## src/rtl/qfc_defines.svh

```systemverilog
// Register offsets, field positions, reset values and sizes of the flash controller.
// Definitions only; included by bare name wherever a number is needed.
`ifndef QFC_DEFINES_SVH
`define QFC_DEFINES_SVH

// ****************************************
// Register offsets
// ****************************************
`define QFC_OFS_XCON1    16'h2000
`define QFC_OFS_XCON2    16'h2004
`define QFC_OFS_CFG      16'h2008
`define QFC_OFS_CON      16'h200C
`define QFC_OFS_CLKCON   16'h2010
`define QFC_OFS_CMDTHR   16'h2014
`define QFC_OFS_INTTHR   16'h2018
`define QFC_OFS_INTEN    16'h201C
`define QFC_OFS_INTSTAT  16'h2020
`define QFC_OFS_TXDATA   16'h2024
`define QFC_OFS_RXDATA   16'h2028
`define QFC_OFS_STAT1    16'h202C
`define QFC_OFS_STAT2    16'h2030
`define QFC_OFS_BDCON    16'h2034
`define QFC_OFS_BDCUR    16'h2038
`define QFC_OFS_BDBASE   16'h2040
`define QFC_RST_WORD     32'h0000_0000

// ****************************************
// Field positions
// ****************************************
`define QFC_CFG_MODE     2:0
`define QFC_CFG_CLOCK_PHASE_SELECT     3
`define QFC_CFG_CLOCK_IDLE_LEVEL     4
`define QFC_CFG_LSB_FIRST     5
`define QFC_CFG_WP       9
`define QFC_CFG_HOLD     10
`define QFC_CFG_SWRST    16
`define QFC_CFG_TXRST    17
`define QFC_CFG_SELF_CLR 32'h000F_0000
`define QFC_CFG_EN       23
`define QFC_CFG_CSEN     25:24
`define QFC_CON_CMD      17:16
`define QFC_CON_LANE     19:18
`define QFC_XCON1_OPC    17:10
`define QFC_CLK_DIV      18:8
`define QFC_CLK_STABLE   32'h0000_0002
`define QFC_BD_DMA_ENABLE     0
`define QFC_BD_POLL      1
`define QFC_BD_START     2
`define QFC_INT_TXEMPTY  0
`define QFC_INT_TXFULL   1
`define QFC_INT_RXEMPTY  3
`define QFC_INT_RXFULL   4
`define QFC_INT_BDDONE   9
`define QFC_INT_PKT      10
`define QFC_INT_DMAE     11

// ****************************************
// Codes and sizes
// ****************************************
`define QFC_MODE_PIO     3'h1
`define QFC_MODE_DMA     3'h2
`define QFC_MODE_XIP     3'h3
`define QFC_LANE_DUAL    2'h1
`define QFC_LANE_QUAD    2'h2
`define QFC_CMD_TX       2'h1
`define QFC_WORD_BITS    6'h20
`define QFC_FIFO_DEPTH   4
`define QFC_FIFO_WIDTH   32

`endif

```

## src/rtl/qfc_pkg.sv

```systemverilog
// Types shared by the flash controller files.
// Assumes the defines header for widths of nothing here; all types are self-contained.
package qfc_pkg;

  typedef enum logic [0:0] {QFC_IDLE, QFC_SHIFT} qfc_run_t;

  typedef struct packed {
    logic [15:0] addr;
    logic [31:0] wdata;
    logic        wr;
    logic        rd;
  } qfc_bus_t;

  typedef struct packed {
    logic       sck;
    logic [1:0] cs_n;
    logic [3:0] dout;
    logic [3:0] doe;
  } qfc_link_t;

  typedef struct packed {
    logic [31:0] xcon1, xcon2, cfg, con, clkcon, cmdthr, intthr, inten;
    logic [31:0] intstat, bdcon, bdbase, bdcur, rxw, rdata, shreg, rxsh, xipd;
    qfc_run_t    run;
    logic        half, xph, dtx, xipv, rxf, irq;
    logic [5:0]  bitcnt;
    logic [10:0] divcnt;
    qfc_link_t   link;
  } qfc_state_t;

endpackage

```

## src/rtl/qfc_sync.sv

```systemverilog
// Two-stage synchroniser for levels entering the system clock domain.
// Assumes the reset is asynchronous and active low.
`timescale 1ns/100ps
module qfc_sync #(
  parameter int W = 1
) (
  // Clock and reset
  input  wire logic         clk,
  input  wire logic         rst_n,
  // Level in and out
  input  wire logic [W-1:0] d,
  output logic      [W-1:0] q
);
  typedef struct packed {
    logic [W-1:0] s1;
    logic [W-1:0] s2;
  } qfc_sync_t;

  qfc_sync_t st, ns;

  always_comb begin
    ns    = st;
    ns.s1 = d;
    ns.s2 = st.s1;
  end

  always_ff @(posedge clk or negedge rst_n) begin
    if (!rst_n) begin
      st <= '0;
    end else begin
      st <= ns;
    end
  end

  assign q = st.s2;
endmodule // qfc_sync

```

## src/rtl/qfc_fifo.sv

```systemverilog
// Word FIFO with valid and ready on both sides and a synchronous flush.
// Assumes one clock; depth is a power of two.
`timescale 1ns/100ps
module qfc_fifo #(
  parameter int W = 32,
  parameter int D = 4
) (
  // Clock and reset
  input  wire logic                 clk,
  input  wire logic                 rst_n,
  input  wire logic                 flush,
  // Fill side
  input  wire logic                 in_valid,
  input  wire logic [W-1:0]         in_data,
  output logic                      in_ready,
  // Drain side
  output logic                      out_valid,
  output logic      [W-1:0]         out_data,
  input  wire logic                 out_ready,
  output logic      [$clog2(D):0]   level
);
  localparam int AW = $clog2(D);

  typedef struct packed {
    logic [D-1:0][W-1:0] mem;
    logic [AW-1:0]       wp;
    logic [AW-1:0]       rp;
    logic [AW:0]         cnt;
  } qfc_fifo_t;

  qfc_fifo_t st, ns;
  logic      push, pop;

  assign in_ready  = (st.cnt != (AW+1)'(D));
  assign out_valid = (st.cnt != '0);
  assign out_data  = st.mem[st.rp];
  assign level     = st.cnt;
  assign push      = in_valid & in_ready;
  assign pop       = out_valid & out_ready;

  always_comb begin
    ns = st;
    if (push) begin
      ns.mem[st.wp] = in_data;
      ns.wp         = st.wp + AW'(1);
    end
    if (pop) begin
      ns.rp = st.rp + AW'(1);
    end
    ns.cnt = st.cnt + (AW+1)'(push) - (AW+1)'(pop);
    if (flush) begin
      ns.wp  = '0;
      ns.rp  = '0;
      ns.cnt = '0;
    end
  end

  always_ff @(posedge clk or negedge rst_n) begin
    if (!rst_n) begin
      st <= '0;
    end else begin
      st <= ns;
    end
  end
endmodule // qfc_fifo

```

## src/rtl/qfc_quad_serial_flash_controller.sv

```systemverilog
// Serial flash controller on one, two or four lanes, with register port,
// DMA feed, execute-in-place read port and descriptor address walker.
// Assumes a same-clock register master and DMA/descriptor partners; lanes are pins.
//
// Operation
// - Single/dual lanes: lane 3 shows hold bit.
// - Single/dual lanes: lane 2 shows write-protect bit.
// - lsb_first selects bit order both directions.
// - clock_idle_level sets the resting serial clock level.
// - clock_phase_select: toggle at bit start or middle.
// - Mode codes: 011 in-place, 010 DMA, 001 programmed.
// - In-place mode reads memory with register timing.
// - Leaving in-place mode enters programmed I/O mode.
// - Start bit runs or stops the descriptor processor.
// - DMA movement only while dma_enable set.
// - Current pointer shows descriptor in hand, resets zero.
// - Descriptor control bits 31..3 read zero.
`timescale 1ns/100ps
`include "qfc_defines.svh"
module qfc_quad_serial_flash_controller (
  // Clock and reset
  input  wire logic              clk_sys,
  input  wire logic              nrst,
  // Register port
  input  wire qfc_pkg::qfc_bus_t bus,
  output logic      [31:0]       rdata,
  // Flash link
  input  wire logic [3:0]        lane_in,
  output qfc_pkg::qfc_link_t     link,
  // DMA feed
  input  wire logic              dma_valid,
  input  wire logic [31:0]       dma_data,
  output logic                   dma_ready,
  // Execute-in-place port
  input  wire logic              xip_req,
  input  wire logic [23:0]       xip_addr,
  output logic                   xip_ack,
  output logic                   xip_valid,
  output logic      [31:0]       xip_data,
  // Descriptor fetch
  output logic                   desc_req,
  output logic      [31:0]       desc_addr,
  input  wire logic              desc_ack,
  input  wire logic [31:0]       desc_next,
  // Request line
  output logic                   int_req
);
  qfc_pkg::qfc_state_t st, ns;
  logic        rst_n, tick, lsb_first, active, txon, push_bus, flush, is_dma;
  logic [2:0]  mode, f_level;
  logic [1:0]  lc;
  logic [3:0]  lane_s, head, rin;
  logic [5:0]  nl;
  logic [31:0] sh_o, rx_o, f_out_data, f_in_data;
  logic [15:0] hw_set, w1c;
  logic        f_in_valid, f_in_ready, f_out_valid, f_out_ready;

  // ****************************************
  // Reset release and pin synchronisers
  // ****************************************
  qfc_sync #(.W(1)) u_rst_sync (
    .clk   (clk_sys),
    .rst_n (nrst),
    .d     (1'b1),
    .q     (rst_n)
  );

  qfc_sync #(.W(4)) u_lane_sync (
    .clk   (clk_sys),
    .rst_n (rst_n),
    .d     (lane_in),
    .q     (lane_s)
  );

  // ****************************************
  // Transmit FIFO
  // ****************************************
  // Back-pressure reaches the DMA source through dma_ready; a register write
  // into a full FIFO is dropped and shows as the full flag.
  assign mode       = st.cfg[`QFC_CFG_MODE];
  assign is_dma     = (mode == `QFC_MODE_DMA);
  assign f_in_valid = is_dma ? (dma_valid & st.bdcon[`QFC_BD_DMA_ENABLE]) : push_bus;
  assign f_in_data  = is_dma ? dma_data : bus.wdata;
  assign dma_ready  = is_dma & st.bdcon[`QFC_BD_DMA_ENABLE] & f_in_ready;

  qfc_fifo #(.W(`QFC_FIFO_WIDTH), .D(`QFC_FIFO_DEPTH)) u_tx_fifo (
    .clk       (clk_sys),
    .rst_n     (rst_n),
    .flush     (flush),
    .in_valid  (f_in_valid),
    .in_data   (f_in_data),
    .in_ready  (f_in_ready),
    .out_valid (f_out_valid),
    .out_data  (f_out_data),
    .out_ready (f_out_ready),
    .level     (f_level)
  );

  // ****************************************
  // Lane selection and bit order
  // ****************************************
  assign lc   = st.con[`QFC_CON_LANE];
  assign lsb_first = st.cfg[`QFC_CFG_LSB_FIRST];
  assign tick = (st.divcnt == st.clkcon[`QFC_CLK_DIV]);
  assign txon = st.dtx & (st.run == qfc_pkg::QFC_SHIFT);

  always_comb begin
    case (lc)
      `QFC_LANE_QUAD: begin
        nl   = 6'h04;
        rin  = lane_s;
        head = lsb_first ? st.shreg[3:0] : st.shreg[31:28];
        sh_o = lsb_first ? {4'h0, st.shreg[31:4]} : {st.shreg[27:0], 4'h0};
        rx_o = lsb_first ? {rin, st.rxsh[31:4]} : {st.rxsh[27:0], rin};
      end
      `QFC_LANE_DUAL: begin
        nl   = 6'h02;
        rin  = {2'h0, lane_s[1:0]};
        head = {2'h0, (lsb_first ? st.shreg[1:0] : st.shreg[31:30])};
        sh_o = lsb_first ? {2'h0, st.shreg[31:2]} : {st.shreg[29:0], 2'h0};
        rx_o = lsb_first ? {rin[1:0], st.rxsh[31:2]} : {st.rxsh[29:0], rin[1:0]};
      end
      default: begin
        nl   = 6'h01;
        rin  = {3'h0, lane_s[1]};
        head = {3'h0, (lsb_first ? st.shreg[0] : st.shreg[31])};
        sh_o = lsb_first ? {1'h0, st.shreg[31:1]} : {st.shreg[30:0], 1'h0};
        rx_o = lsb_first ? {rin[0], st.rxsh[31:1]} : {st.rxsh[30:0], rin[0]};
      end
    endcase
  end

  // ****************************************
  // Next state
  // ****************************************
  always_comb begin
    ns          = st;
    ns.rdata    = `QFC_RST_WORD;
    ns.xipv     = 1'b0;
    hw_set      = 16'h0000;
    w1c         = 16'h0000;
    push_bus    = 1'b0;
    flush       = 1'b0;
    f_out_ready = 1'b0;
    xip_ack     = 1'b0;
    // Serial engine. Each bit spans two ticks of the divider; the middle
    // of the bit samples, the end of the bit shifts.
    if (st.run == qfc_pkg::QFC_SHIFT) begin
      ns.divcnt = tick ? 11'h000 : st.divcnt + 11'h001;
      if (tick && !st.half) begin
        ns.half = 1'b1;
        ns.rxsh = rx_o;
      end else if (tick) begin
        ns.half   = 1'b0;
        ns.shreg  = sh_o;
        ns.bitcnt = st.bitcnt + nl;
        if (ns.bitcnt == `QFC_WORD_BITS) begin
          ns.rxw                   = st.rxsh;
          ns.rxf                   = 1'b1;
          hw_set[`QFC_INT_RXFULL]  = 1'b1;
          hw_set[`QFC_INT_PKT]     = 1'b1;
          ns.bitcnt                = 6'h00;
          if (mode == `QFC_MODE_XIP && !st.xph) begin
            ns.xph   = 1'b1;
            ns.dtx   = 1'b0;
            ns.shreg = `QFC_RST_WORD;
          end else begin
            ns.run  = qfc_pkg::QFC_IDLE;
            ns.xipv = (mode == `QFC_MODE_XIP);
            ns.xipd = st.rxsh;
          end
        end
      end
    end else begin
      ns.divcnt = 11'h000;
      ns.half   = 1'b0;
      ns.bitcnt = 6'h00;
      if (st.cfg[`QFC_CFG_EN]) begin
        if (mode == `QFC_MODE_XIP) begin
          if (xip_req) begin
            xip_ack  = 1'b1;
            ns.shreg = {st.xcon1[`QFC_XCON1_OPC], xip_addr};
            ns.dtx   = 1'b1;
            ns.xph   = 1'b0;
            ns.run   = qfc_pkg::QFC_SHIFT;
          end
        end else if ((mode == `QFC_MODE_PIO || is_dma) && st.con[`QFC_CON_CMD] != 2'h0
                     && f_out_valid) begin
          f_out_ready = 1'b1;
          ns.shreg    = f_out_data;
          ns.dtx      = (st.con[`QFC_CON_CMD] == `QFC_CMD_TX);
          ns.run      = qfc_pkg::QFC_SHIFT;
        end
      end
    end
    // Descriptor walker: each accepted fetch moves the pointer on.
    if (desc_req && desc_ack) begin
      ns.bdcur                 = desc_next;
      hw_set[`QFC_INT_BDDONE]  = 1'b1;
    end
    // Register writes.
    if (bus.wr) begin
      if (bus.addr == `QFC_OFS_XCON1) begin
        ns.xcon1 = bus.wdata;
      end else if (bus.addr == `QFC_OFS_XCON2) begin
        ns.xcon2 = bus.wdata;
      end else if (bus.addr == `QFC_OFS_CFG) begin
        ns.cfg = bus.wdata & ~`QFC_CFG_SELF_CLR;
        if (mode == `QFC_MODE_XIP && bus.wdata[`QFC_CFG_MODE] != `QFC_MODE_XIP) begin
          ns.cfg[`QFC_CFG_MODE] = `QFC_MODE_PIO;
        end
        if (bus.wdata[`QFC_CFG_SWRST]) begin
          ns.run = qfc_pkg::QFC_IDLE;
          flush  = 1'b1;
        end
        if (bus.wdata[`QFC_CFG_TXRST]) begin
          flush = 1'b1;
        end
      end else if (bus.addr == `QFC_OFS_CON) begin
        ns.con = bus.wdata;
      end else if (bus.addr == `QFC_OFS_CLKCON) begin
        ns.clkcon = bus.wdata & ~`QFC_CLK_STABLE;
      end else if (bus.addr == `QFC_OFS_CMDTHR) begin
        ns.cmdthr = bus.wdata;
      end else if (bus.addr == `QFC_OFS_INTTHR) begin
        ns.intthr = bus.wdata;
      end else if (bus.addr == `QFC_OFS_INTEN) begin
        ns.inten = bus.wdata;
      end else if (bus.addr == `QFC_OFS_INTSTAT) begin
        w1c = bus.wdata[15:0];
      end else if (bus.addr == `QFC_OFS_TXDATA) begin
        push_bus = (mode == `QFC_MODE_PIO);
      end else if (bus.addr == `QFC_OFS_BDCON) begin
        ns.bdcon = {29'h0000_0000, bus.wdata[2:0]};
        if (bus.wdata[`QFC_BD_START] && !st.bdcon[`QFC_BD_START]) begin
          ns.bdcur = st.bdbase;
        end
      end else if (bus.addr == `QFC_OFS_BDBASE) begin
        ns.bdbase = bus.wdata;
      end
    end
    // Register reads; data stands in the following cycle only.
    if (bus.rd) begin
      if (bus.addr == `QFC_OFS_XCON1) begin
        ns.rdata = st.xcon1;
      end else if (bus.addr == `QFC_OFS_XCON2) begin
        ns.rdata = st.xcon2;
      end else if (bus.addr == `QFC_OFS_CFG) begin
        ns.rdata = st.cfg;
      end else if (bus.addr == `QFC_OFS_CON) begin
        ns.rdata = st.con;
      end else if (bus.addr == `QFC_OFS_CLKCON) begin
        ns.rdata = st.clkcon | (st.clkcon[0] ? `QFC_CLK_STABLE : `QFC_RST_WORD);
      end else if (bus.addr == `QFC_OFS_CMDTHR) begin
        ns.rdata = st.cmdthr;
      end else if (bus.addr == `QFC_OFS_INTTHR) begin
        ns.rdata = st.intthr;
      end else if (bus.addr == `QFC_OFS_INTEN) begin
        ns.rdata = st.inten;
      end else if (bus.addr == `QFC_OFS_INTSTAT) begin
        ns.rdata = st.intstat;
      end else if (bus.addr == `QFC_OFS_RXDATA) begin
        ns.rdata                 = st.rxw;
        ns.rxf                   = 1'b0;
        hw_set[`QFC_INT_RXEMPTY] = 1'b1;
      end else if (bus.addr == `QFC_OFS_STAT1) begin
        ns.rdata = {8'h00, 8'(`QFC_FIFO_DEPTH) - {5'h00, f_level}, 15'h0000, st.rxf};
      end else if (bus.addr == `QFC_OFS_STAT2) begin
        ns.rdata = {24'h00_0000, lane_s, 4'h0};
      end else if (bus.addr == `QFC_OFS_BDCON) begin
        ns.rdata = st.bdcon;
      end else if (bus.addr == `QFC_OFS_BDCUR) begin
        ns.rdata = st.bdcur;
      end else if (bus.addr == `QFC_OFS_BDBASE) begin
        ns.rdata = st.bdbase;
      end
    end
    // Sticky flags: a hardware set in the same cycle as a clear wins.
    hw_set[`QFC_INT_TXEMPTY] = ~f_out_valid;
    hw_set[`QFC_INT_TXFULL]  = ~f_in_ready;
    hw_set[`QFC_INT_DMAE]    = is_dma & dma_valid & ~st.bdcon[`QFC_BD_DMA_ENABLE];
    ns.intstat = (st.intstat & ~{16'h0000, w1c}) | {16'h0000, hw_set};
    ns.irq     = |(ns.intstat & ns.inten);
    // Pins, registered. The clock pulse falls in the half of the bit that
    // the phase bit selects; idle level comes from the polarity bit.
    active       = st.cfg[`QFC_CFG_CLOCK_PHASE_SELECT] ? ~st.half : st.half;
    ns.link.sck  = st.cfg[`QFC_CFG_CLOCK_IDLE_LEVEL] ^ ((st.run == qfc_pkg::QFC_SHIFT) & active);
    ns.link.cs_n = (st.run == qfc_pkg::QFC_SHIFT) ? ~st.cfg[`QFC_CFG_CSEN] : 2'h3;
    case (lc)
      `QFC_LANE_QUAD: begin
        ns.link.dout = head;
        ns.link.doe  = {4{txon}};
      end
      `QFC_LANE_DUAL: begin
        ns.link.dout = {st.cfg[`QFC_CFG_HOLD], st.cfg[`QFC_CFG_WP], head[1:0]};
        ns.link.doe  = {2'h3, {2{txon}}};
      end
      default: begin
        ns.link.dout = {st.cfg[`QFC_CFG_HOLD], st.cfg[`QFC_CFG_WP], 1'b0, head[0]};
        ns.link.doe  = 4'hD;
      end
    endcase
  end

  always_ff @(posedge clk_sys or negedge rst_n) begin
    if (!rst_n) begin
      st           <= '0;
      st.link.cs_n <= 2'h3;
    end else begin
      st <= ns;
    end
  end

  // ****************************************
  // Outputs
  // ****************************************
  assign rdata     = st.rdata;
  assign link      = st.link;
  assign xip_valid = st.xipv;
  assign xip_data  = st.xipd;
  assign desc_req  = st.bdcon[`QFC_BD_START] & st.bdcon[`QFC_BD_POLL];
  assign desc_addr = st.bdcur;
  assign int_req   = st.irq;
endmodule // qfc_quad_serial_flash_controller

```

## config.mk

```make
export PLATFORM = sky130hd
export DESIGN_NAME = qfc_quad_serial_flash_controller
export DESIGN_NICKNAME = d
export VERILOG_FILES = /design/src/rtl/qfc_pkg.sv /design/src/rtl/qfc_sync.sv /design/src/rtl/qfc_fifo.sv /design/src/rtl/qfc_quad_serial_flash_controller.sv
export VERILOG_INCLUDE_DIRS = /design/src /design/src/rtl
export SDC_FILE = /design/constraint.sdc
export NUM_CORES = 1
export LEC_CHECK = 0
export BUFFER_PORTS_ARGS = -buffer_cell sky130_fd_sc_hd__clkbuf_2
export CORE_MARGIN = 1
export CORE_UTILIZATION = 30
export CTS_CLUSTER_DIAMETER = 120
export CTS_CLUSTER_SIZE = 14
export DETAILED_ROUTE_END_ITERATION = 7
export SLEW_MARGIN = 5
export SYNTH_ARGS = -nofsm -noshare
export SYNTH_HDL_FRONTEND = slang
export SYNTH_HIERARCHICAL = 1
export SYNTH_SLANG_ARGS = --single-unit
```

## constraint.sdc

```tcl
create_clock -name clk_sys -period 29.3 [get_ports clk_sys]
set_clock_uncertainty 0.05 [all_clocks]
set_input_delay 4.395 -clock clk_sys [delete_from_list [all_inputs] [get_ports clk_sys]]
set_output_delay 4.395 -clock clk_sys [all_outputs]
set_load 0.02 [all_outputs]
```

### Word-level counts from Yosys, hierarchy flattened

Index checks and enable logic that the tools add are counted.

| operators by class | value |
|---|---|
| magnitude comparators | 3 |
| add/subtract/negate cells | 7 |
| equal/unequal tests | 32 |
| reductions and logical operators | 37 |
| muxes and demuxes | 166 |
| bitwise gates (word level) | 34 |

Operators with widths:

| cell | number |
|---|---|
| two-way mux 32 bit | 57 |
| == test 16 x 14 -> 1 bit (second input constant) | 16 |
| two-way mux 16 bit | 10 |
| bitwise mux 128 bit | 1 |
| one-hot mux 32 bit (2 select lines) | 2 |
| two-way mux 1 bit | 70 |
| bitwise AND 32 bit | 2 |
| binary-select mux 32 bit (select 2 bit) | 1 |
| demux 32 bit (select 2 bit) | 1 |
| inverter 16 -> 32 bit | 1 |
| OR 32 x 12 -> 32 bit | 1 |
| OR 32 x 2 -> 32 bit | 1 |
| OR reduction 32 bit | 1 |
| two-way mux 6 bit | 4 |
| AND reduction 7 bit | 3 |
| two-way mux 2 bit | 9 |
| two-way mux 17 bit | 1 |
| inverter 1 bit | 17 |
| two-way mux 4 bit | 4 |
| one-hot mux 8 bit (2 select lines) | 1 |
| AND reduction 5 bit | 3 |
| AND reduction 13 bit | 1 |
| AND reduction 12 bit | 1 |
| nonzero test 2 bit | 6 |
| 36 further kinds | 65 |

| storage, ports and cells | value |
|---|---|
| output and inout bits | 112 |
| register bits | 690 |
| input bits | 147 |
| word-level logic and storage cells | 320 |

### Longest topological paths before layout

| logic depth | value |
|---|---|
| depth after elaboration | 19 |
| mapped depth | 13 |
| gate-level depth less buffers | 11 |

### By module

The synthesis kept the hierarchy.

By module, submodules not included:

| module | sequential area each (sq um) | area an instance (sq um) | cells an instance | instances |
|---|---|---|---|---|
| qfc_quad_serial_flash_controller | 13215.2 | 27700.3 | 2815 | 1 |
| qfc_fifo | 3378.2 | 6637.6 | 359 | 1 |
| qfc_sync at u_lane_sync | 200.2 | 200.2 | 8 | 1 |
| qfc_sync at u_rst_sync | 50.0 | 50.0 | 2 | 1 |

### Worst setup path after synthesis

No wires, ideal clock.

| timing | value |
|---|---|
| path type | input-to-output |
| start | in xip_req |
| end | out xip_ack |
| path buffers | 0 |
| stages on the path | 2 |
| required time | 24.855 ns |
| arrival time | 4.726 ns |
| path slack | 20.129 ns |
| cells stage by stage | nand2_1 > nor2_1 |

| between the ends | value |
|---|---|
| longest elaborated chain between the ends | 4 |

Ends and longest elaborated chain:

| element | RTL line | RTL |
|---|---|---|
| start: declaration | qfc_quad_serial_flash_controller.sv:35 | `input wire logic xip_req,` |
| two-way mux 1 bit | qfc_quad_serial_flash_controller.sv:180 | `if (xip_req) begin` |
| two-way mux 1 bit | qfc_quad_serial_flash_controller.sv:179 | `` if (mode == `QFC_MODE_XIP) begin `` |
| two-way mux 1 bit | qfc_quad_serial_flash_controller.sv:178 | `` if (st.cfg[`QFC_CFG_EN]) begin `` |
| two-way mux 1 bit | qfc_quad_serial_flash_controller.sv:148 | `if (st.run == qfc_pkg::QFC_SHIFT) begin` |
| end: declaration | qfc_quad_serial_flash_controller.sv:37 | `output logic xip_ack,` |

No other way between the ends.

### Worst setup path in the final report

Ends and elaborated chain as after synthesis.

==> out/metrics.sh <==
FINAL_UTIL=0.330
MAX_FREQ_MHz=107
CRITICAL_PATH.MAX_FANOUT=3
AREAGROWTHSYNTHTOFINISH_PCT=8.96
RSZ0062_AT_GRT='false'
CTSHTREEMAXLEVEL=2
I_O_PIN_COUNT=259
DRTANTENNAVIOLNETS=0
FINAL_SETUP_VIOLATION_COUNT=0
DP.CELLS=4644
TIMING.SLEW.HEADROOM=0.199
INITIALDRTVIOLATIONCOUNT=2655
MAPPEDNETLISTNETS=3347
DP_HPWL_UM=82500
TIMING.FINAL.WS_SETUP_NS=19.97
AVERAGE_DETAILED_ROUTED_WIRE_LENGTH_PER_INSTANCE_UM=24.7
CTS.ROOT.BUFFER_CELL='clkbuf_16'
POWER.STATIC_LEAKAGE_nW=17.9
YOSYS_WARNINGS=6
FP.COREAREA_SQ_UM=114000
CTS-RESIZED-GATES=0
WORST_EP_ARRIVAL_TIME_NS=4.88
FLOORPLAN.DIE.HEIGHT_UM=342
WORSTMARGINPINSLEW_NS=1.19
GROUTE.USAGE.OVERALL=0.196
NETLIST-CELL-TYPE-COUNT=80
FINAL_MIN_PERIOD_OVER_CLOCK_PERIOD=0.318
CELL_TYPE_OF_THE_SLOWEST_STAGE_ON_THE_WORST_TIMING_PATH='clkbuf_2'
GLOBAL_ROUTE.OVERFLOW_TOTAL=0
CTS_POST_SETUP_BUFFERS_INSERTED=0
IR_WORST_VDD_mV=0.0448
SYNTH_AREA_PER_CELL_SQ_UM=10.9
TRITONCTS='done'
HP-CLASS='reg2async'
CRITICAL-PATH-TOP-DELAY-FAMILY='buffers and inverters'
VIAS=25700
CTS.REPORTEDPATHS.CLKPINSLEW_NS=0.07
SYNTH_FF_TYPE='dfrtp_1'
ASYNC_RESET_FF_FRAC=1.00
WORSTPATHBUFFERINVERTERCOUNT=2
CP-START-KIND='primary input'
ROUTE.FINAL.WIRE_LENGTH_UM=117000
DRC=0
CLKLATENCYLATEPIN_NS=0.65
SYN_AREA_SQ_UM=34600
POST_SYNTHESIS_SEQUENTIAL_ELEMENT_COUNT=673
DIE_W_UM=342
CRITPATHMOSTFREQUENTCELL='clkbuf_2'
POST_DRT_VIA_CELL_RATIO=5.45
MAXCAPVIOLATIONS=0
N_FILL_CELL=11600
FINALHOLDVIOLCOUNT=0
INITIAL_ANTENNA_VIOLATION_COUNT=18
GPL.FINAL_WEIGHTED_CONGESTION=0.919
FLOORPLAN.INITIALDENSITY=0.302
FINAL_NET_COUNT=3351
REPORT.FINAL.SLEW_VIOL_COUNT=0
CTS.SINKS=673
CLOCK_PATH_BUFFERS=3
FINALCRITICALPERIOD_NS=9.33
STATUS='complete, no violations'
SYNTHCELLS=3184
CTS_HOLD_BUF=0
FINALNONFILLERCELLS=4722
MAXIMUM_NUMBER_OF_PINS_ON_ONE_NET_BEFORE_GLOBAL_ROUTE_REPAIR=158
SETUP.WORST_PATH.END_CLASS='output pin'
CRIT_TYPE='in2out'
STD_CELL_ROWS=124
DIE_AREA_SQ_UM=117000
TIMING.CRITICAL_PATH.REQUIRED_NS=24.86
CRIT_PATH_CELL_TRACE='clkbuf_2, nand2_1, nor2_1, clkbuf_2'
POWER.DENSITY_CELL_AREA_nW_PER_UM2=56.5
CP_SLOWEST_STAGE_DELAY_NS=0.19
FINALSETUPTNS_NS=0
PORT_BUFFERS=258
GLOBAL_ROUTE_WIRE_LENGTH_BEFORE_REPAIR_UM=173000
SYNTH-SEQ-AREA-SHARE=0.487
GRT_PASS1_VIAS=25100
CTS_INSERTED_BUFFERS=54
PRECTSSETUPSLACK_NS=19.97
DRTPASS1ITERATIONS=6
FINAL_LAYOUT_SIZE_SUFFIX_GT1_FRAC=0.281
SYNTH_EDF_COUNT=0
[cells in the mapped netlist, types with 7 or more instances]
library cell / n / area (sq um)
a211oi_1: 27 / 203
a21boi_0: 12 / 90.1
a21o_1: 8 / 60.1
a21oi_1: 282 / 1410
a221o_1: 24 / 240
a221oi_1: 21 / 184
a222oi_1: 26 / 260
a22oi_1: 33 / 248
a31oi_1: 78 / 488
and3_1: 9 / 56.3
buf_1: 12 / 45.0
buf_12: 12 / 240
buf_2: 27 / 135
buf_4: 123 / 923
buf_6: 7 / 78.8
clkbuf_1: 186 / 698
dfrtp_1: 671 / 16800
ha_1: 15 / 188
inv_1: 19 / 71.3
mux2_2: 330 / 3720
mux2_4: 120 / 1800
mux2i_1: 54 / 541
mux4_2: 32 / 721
nand2_1: 442 / 1660
nand2b_1: 69 / 432
nand3_1: 36 / 180
nor2_1: 201 / 754
nor2b_1: 10 / 62.6
nor3_1: 15 / 75.1
o21ai_0: 78 / 390
o221ai_1: 56 / 490
o22ai_1: 8 / 50.1
xor2_1: 25 / 219
[sequential cells by signal, indices dropped and copies added (netlist names), 4 cells and up]
signal	cells
desc_addr	32
rdata	32
st	414
u_lane_sync/ns	4
xip_data	32
u_tx_fifo/st	132
u_lane_sync/q	4
link	10
[worst paths after layout]
| kind | slack (ns) | end | depth (start not counted) | startpoint |
|---|---|---|---|---|
| max | 19.97 | xip_ack | 4 | xip_req |
| min | 0.24 | rdata[6] | 0 | u_rst_sync/q |
| max reg2reg | 24.77 | xip_data[24] | 11 | lc[0] |
| min reg2reg | 0.24 | rdata[6] | 0 | u_rst_sync/q |
| max in group asynchronous | 25.13 | u_tx_fifo/st[28] | 4 | u_rst_sync/q |
| min in group clk_sys | 0.30 | u_rst_sync/q | 0 | u_rst_sync/ns[0] |
[kinds of logic (layout without fill, tap and decap cells)]
kind of cell	Yosys count	after routing	share of synthesized area
DFF	673	673	0.487
buffers and inverters	386	406	0.0634
AOI/OAI and AO/OA	695	695	0.130
adders and majority gates	16	16	0.00600
xor gates and xnor gates	31	31	0.00785
other	1	7	0.000108
muxes	538	538	0.197
and+or+nand+nor	844	844	0.109
[metal layers]
metal / vias up / share of wire / GRT usage
met5: - / 0.0011 / 0
met4: 22 / 0.031 / 0.0637
met3: 193 / 0.072 / 0.0335
met2: 1056 / 0.46 / 0.311
met1: 13200 / 0.43 / 0.272
li1: 11300 / - / -
[per-stage QoR]
step,power (mW),area [sq um],hold WS (ns)
final,2.13,37700,0.243
after global routing,2.22,37700,0.284
after CTS,2.14,37700,0.263
after detailed placement,1.46,36200,0.251
after global placement,1.45,36200,0.245
after floorplan,1.34,34600,0.281
[area by class of cell]
| cell class | instances | area (sq um) | area share |
|---|---|---|---|
| diodes | 6 | 15.0 | 0.000398 |
| clock buffers | 67 | 1400 | 0.0372 |
| clock inverters | 5 | 78.8 | 0.00209 |
| inverters | 19 | 71.3 | 0.00189 |
| multi-input cells | 2125 | 15600 | 0.415 |
| flip-flops and latches | 673 | 16900 | 0.447 |
| well taps | 1512 | 1890 | 0.0502 |
| repair buffers | 315 | 1730 | 0.0459 |
[cell usage in the layout, fill, tap and decap left out, types with 33 or more instances in the layout]
master,n
a21oi_1,282
a22oi_1,33
a31oi_1,78
buf_4,56
clkbuf_16,54
clkbuf_2,258
dfrtp_1,668
mux2_2,330
mux2_4,120
mux2i_1,54
nand2_1,440
nand2b_1,69
nand3_1,34
nor2_1,201
o21ai_0,78
o221ai_1,56
[where the power goes]
part	switching (mW)	internal, mW	total [mW]	leakage (nW)
Sequential	0.0777	0.997	1.07	9.00
Combinational	0.241	0.128	0.370	8.19
Clock	0.349	0.335	0.684	0.716
Total	0.668	1.46	2.13	17.9
Note: power is estimated with default switching activity, not from simulation.
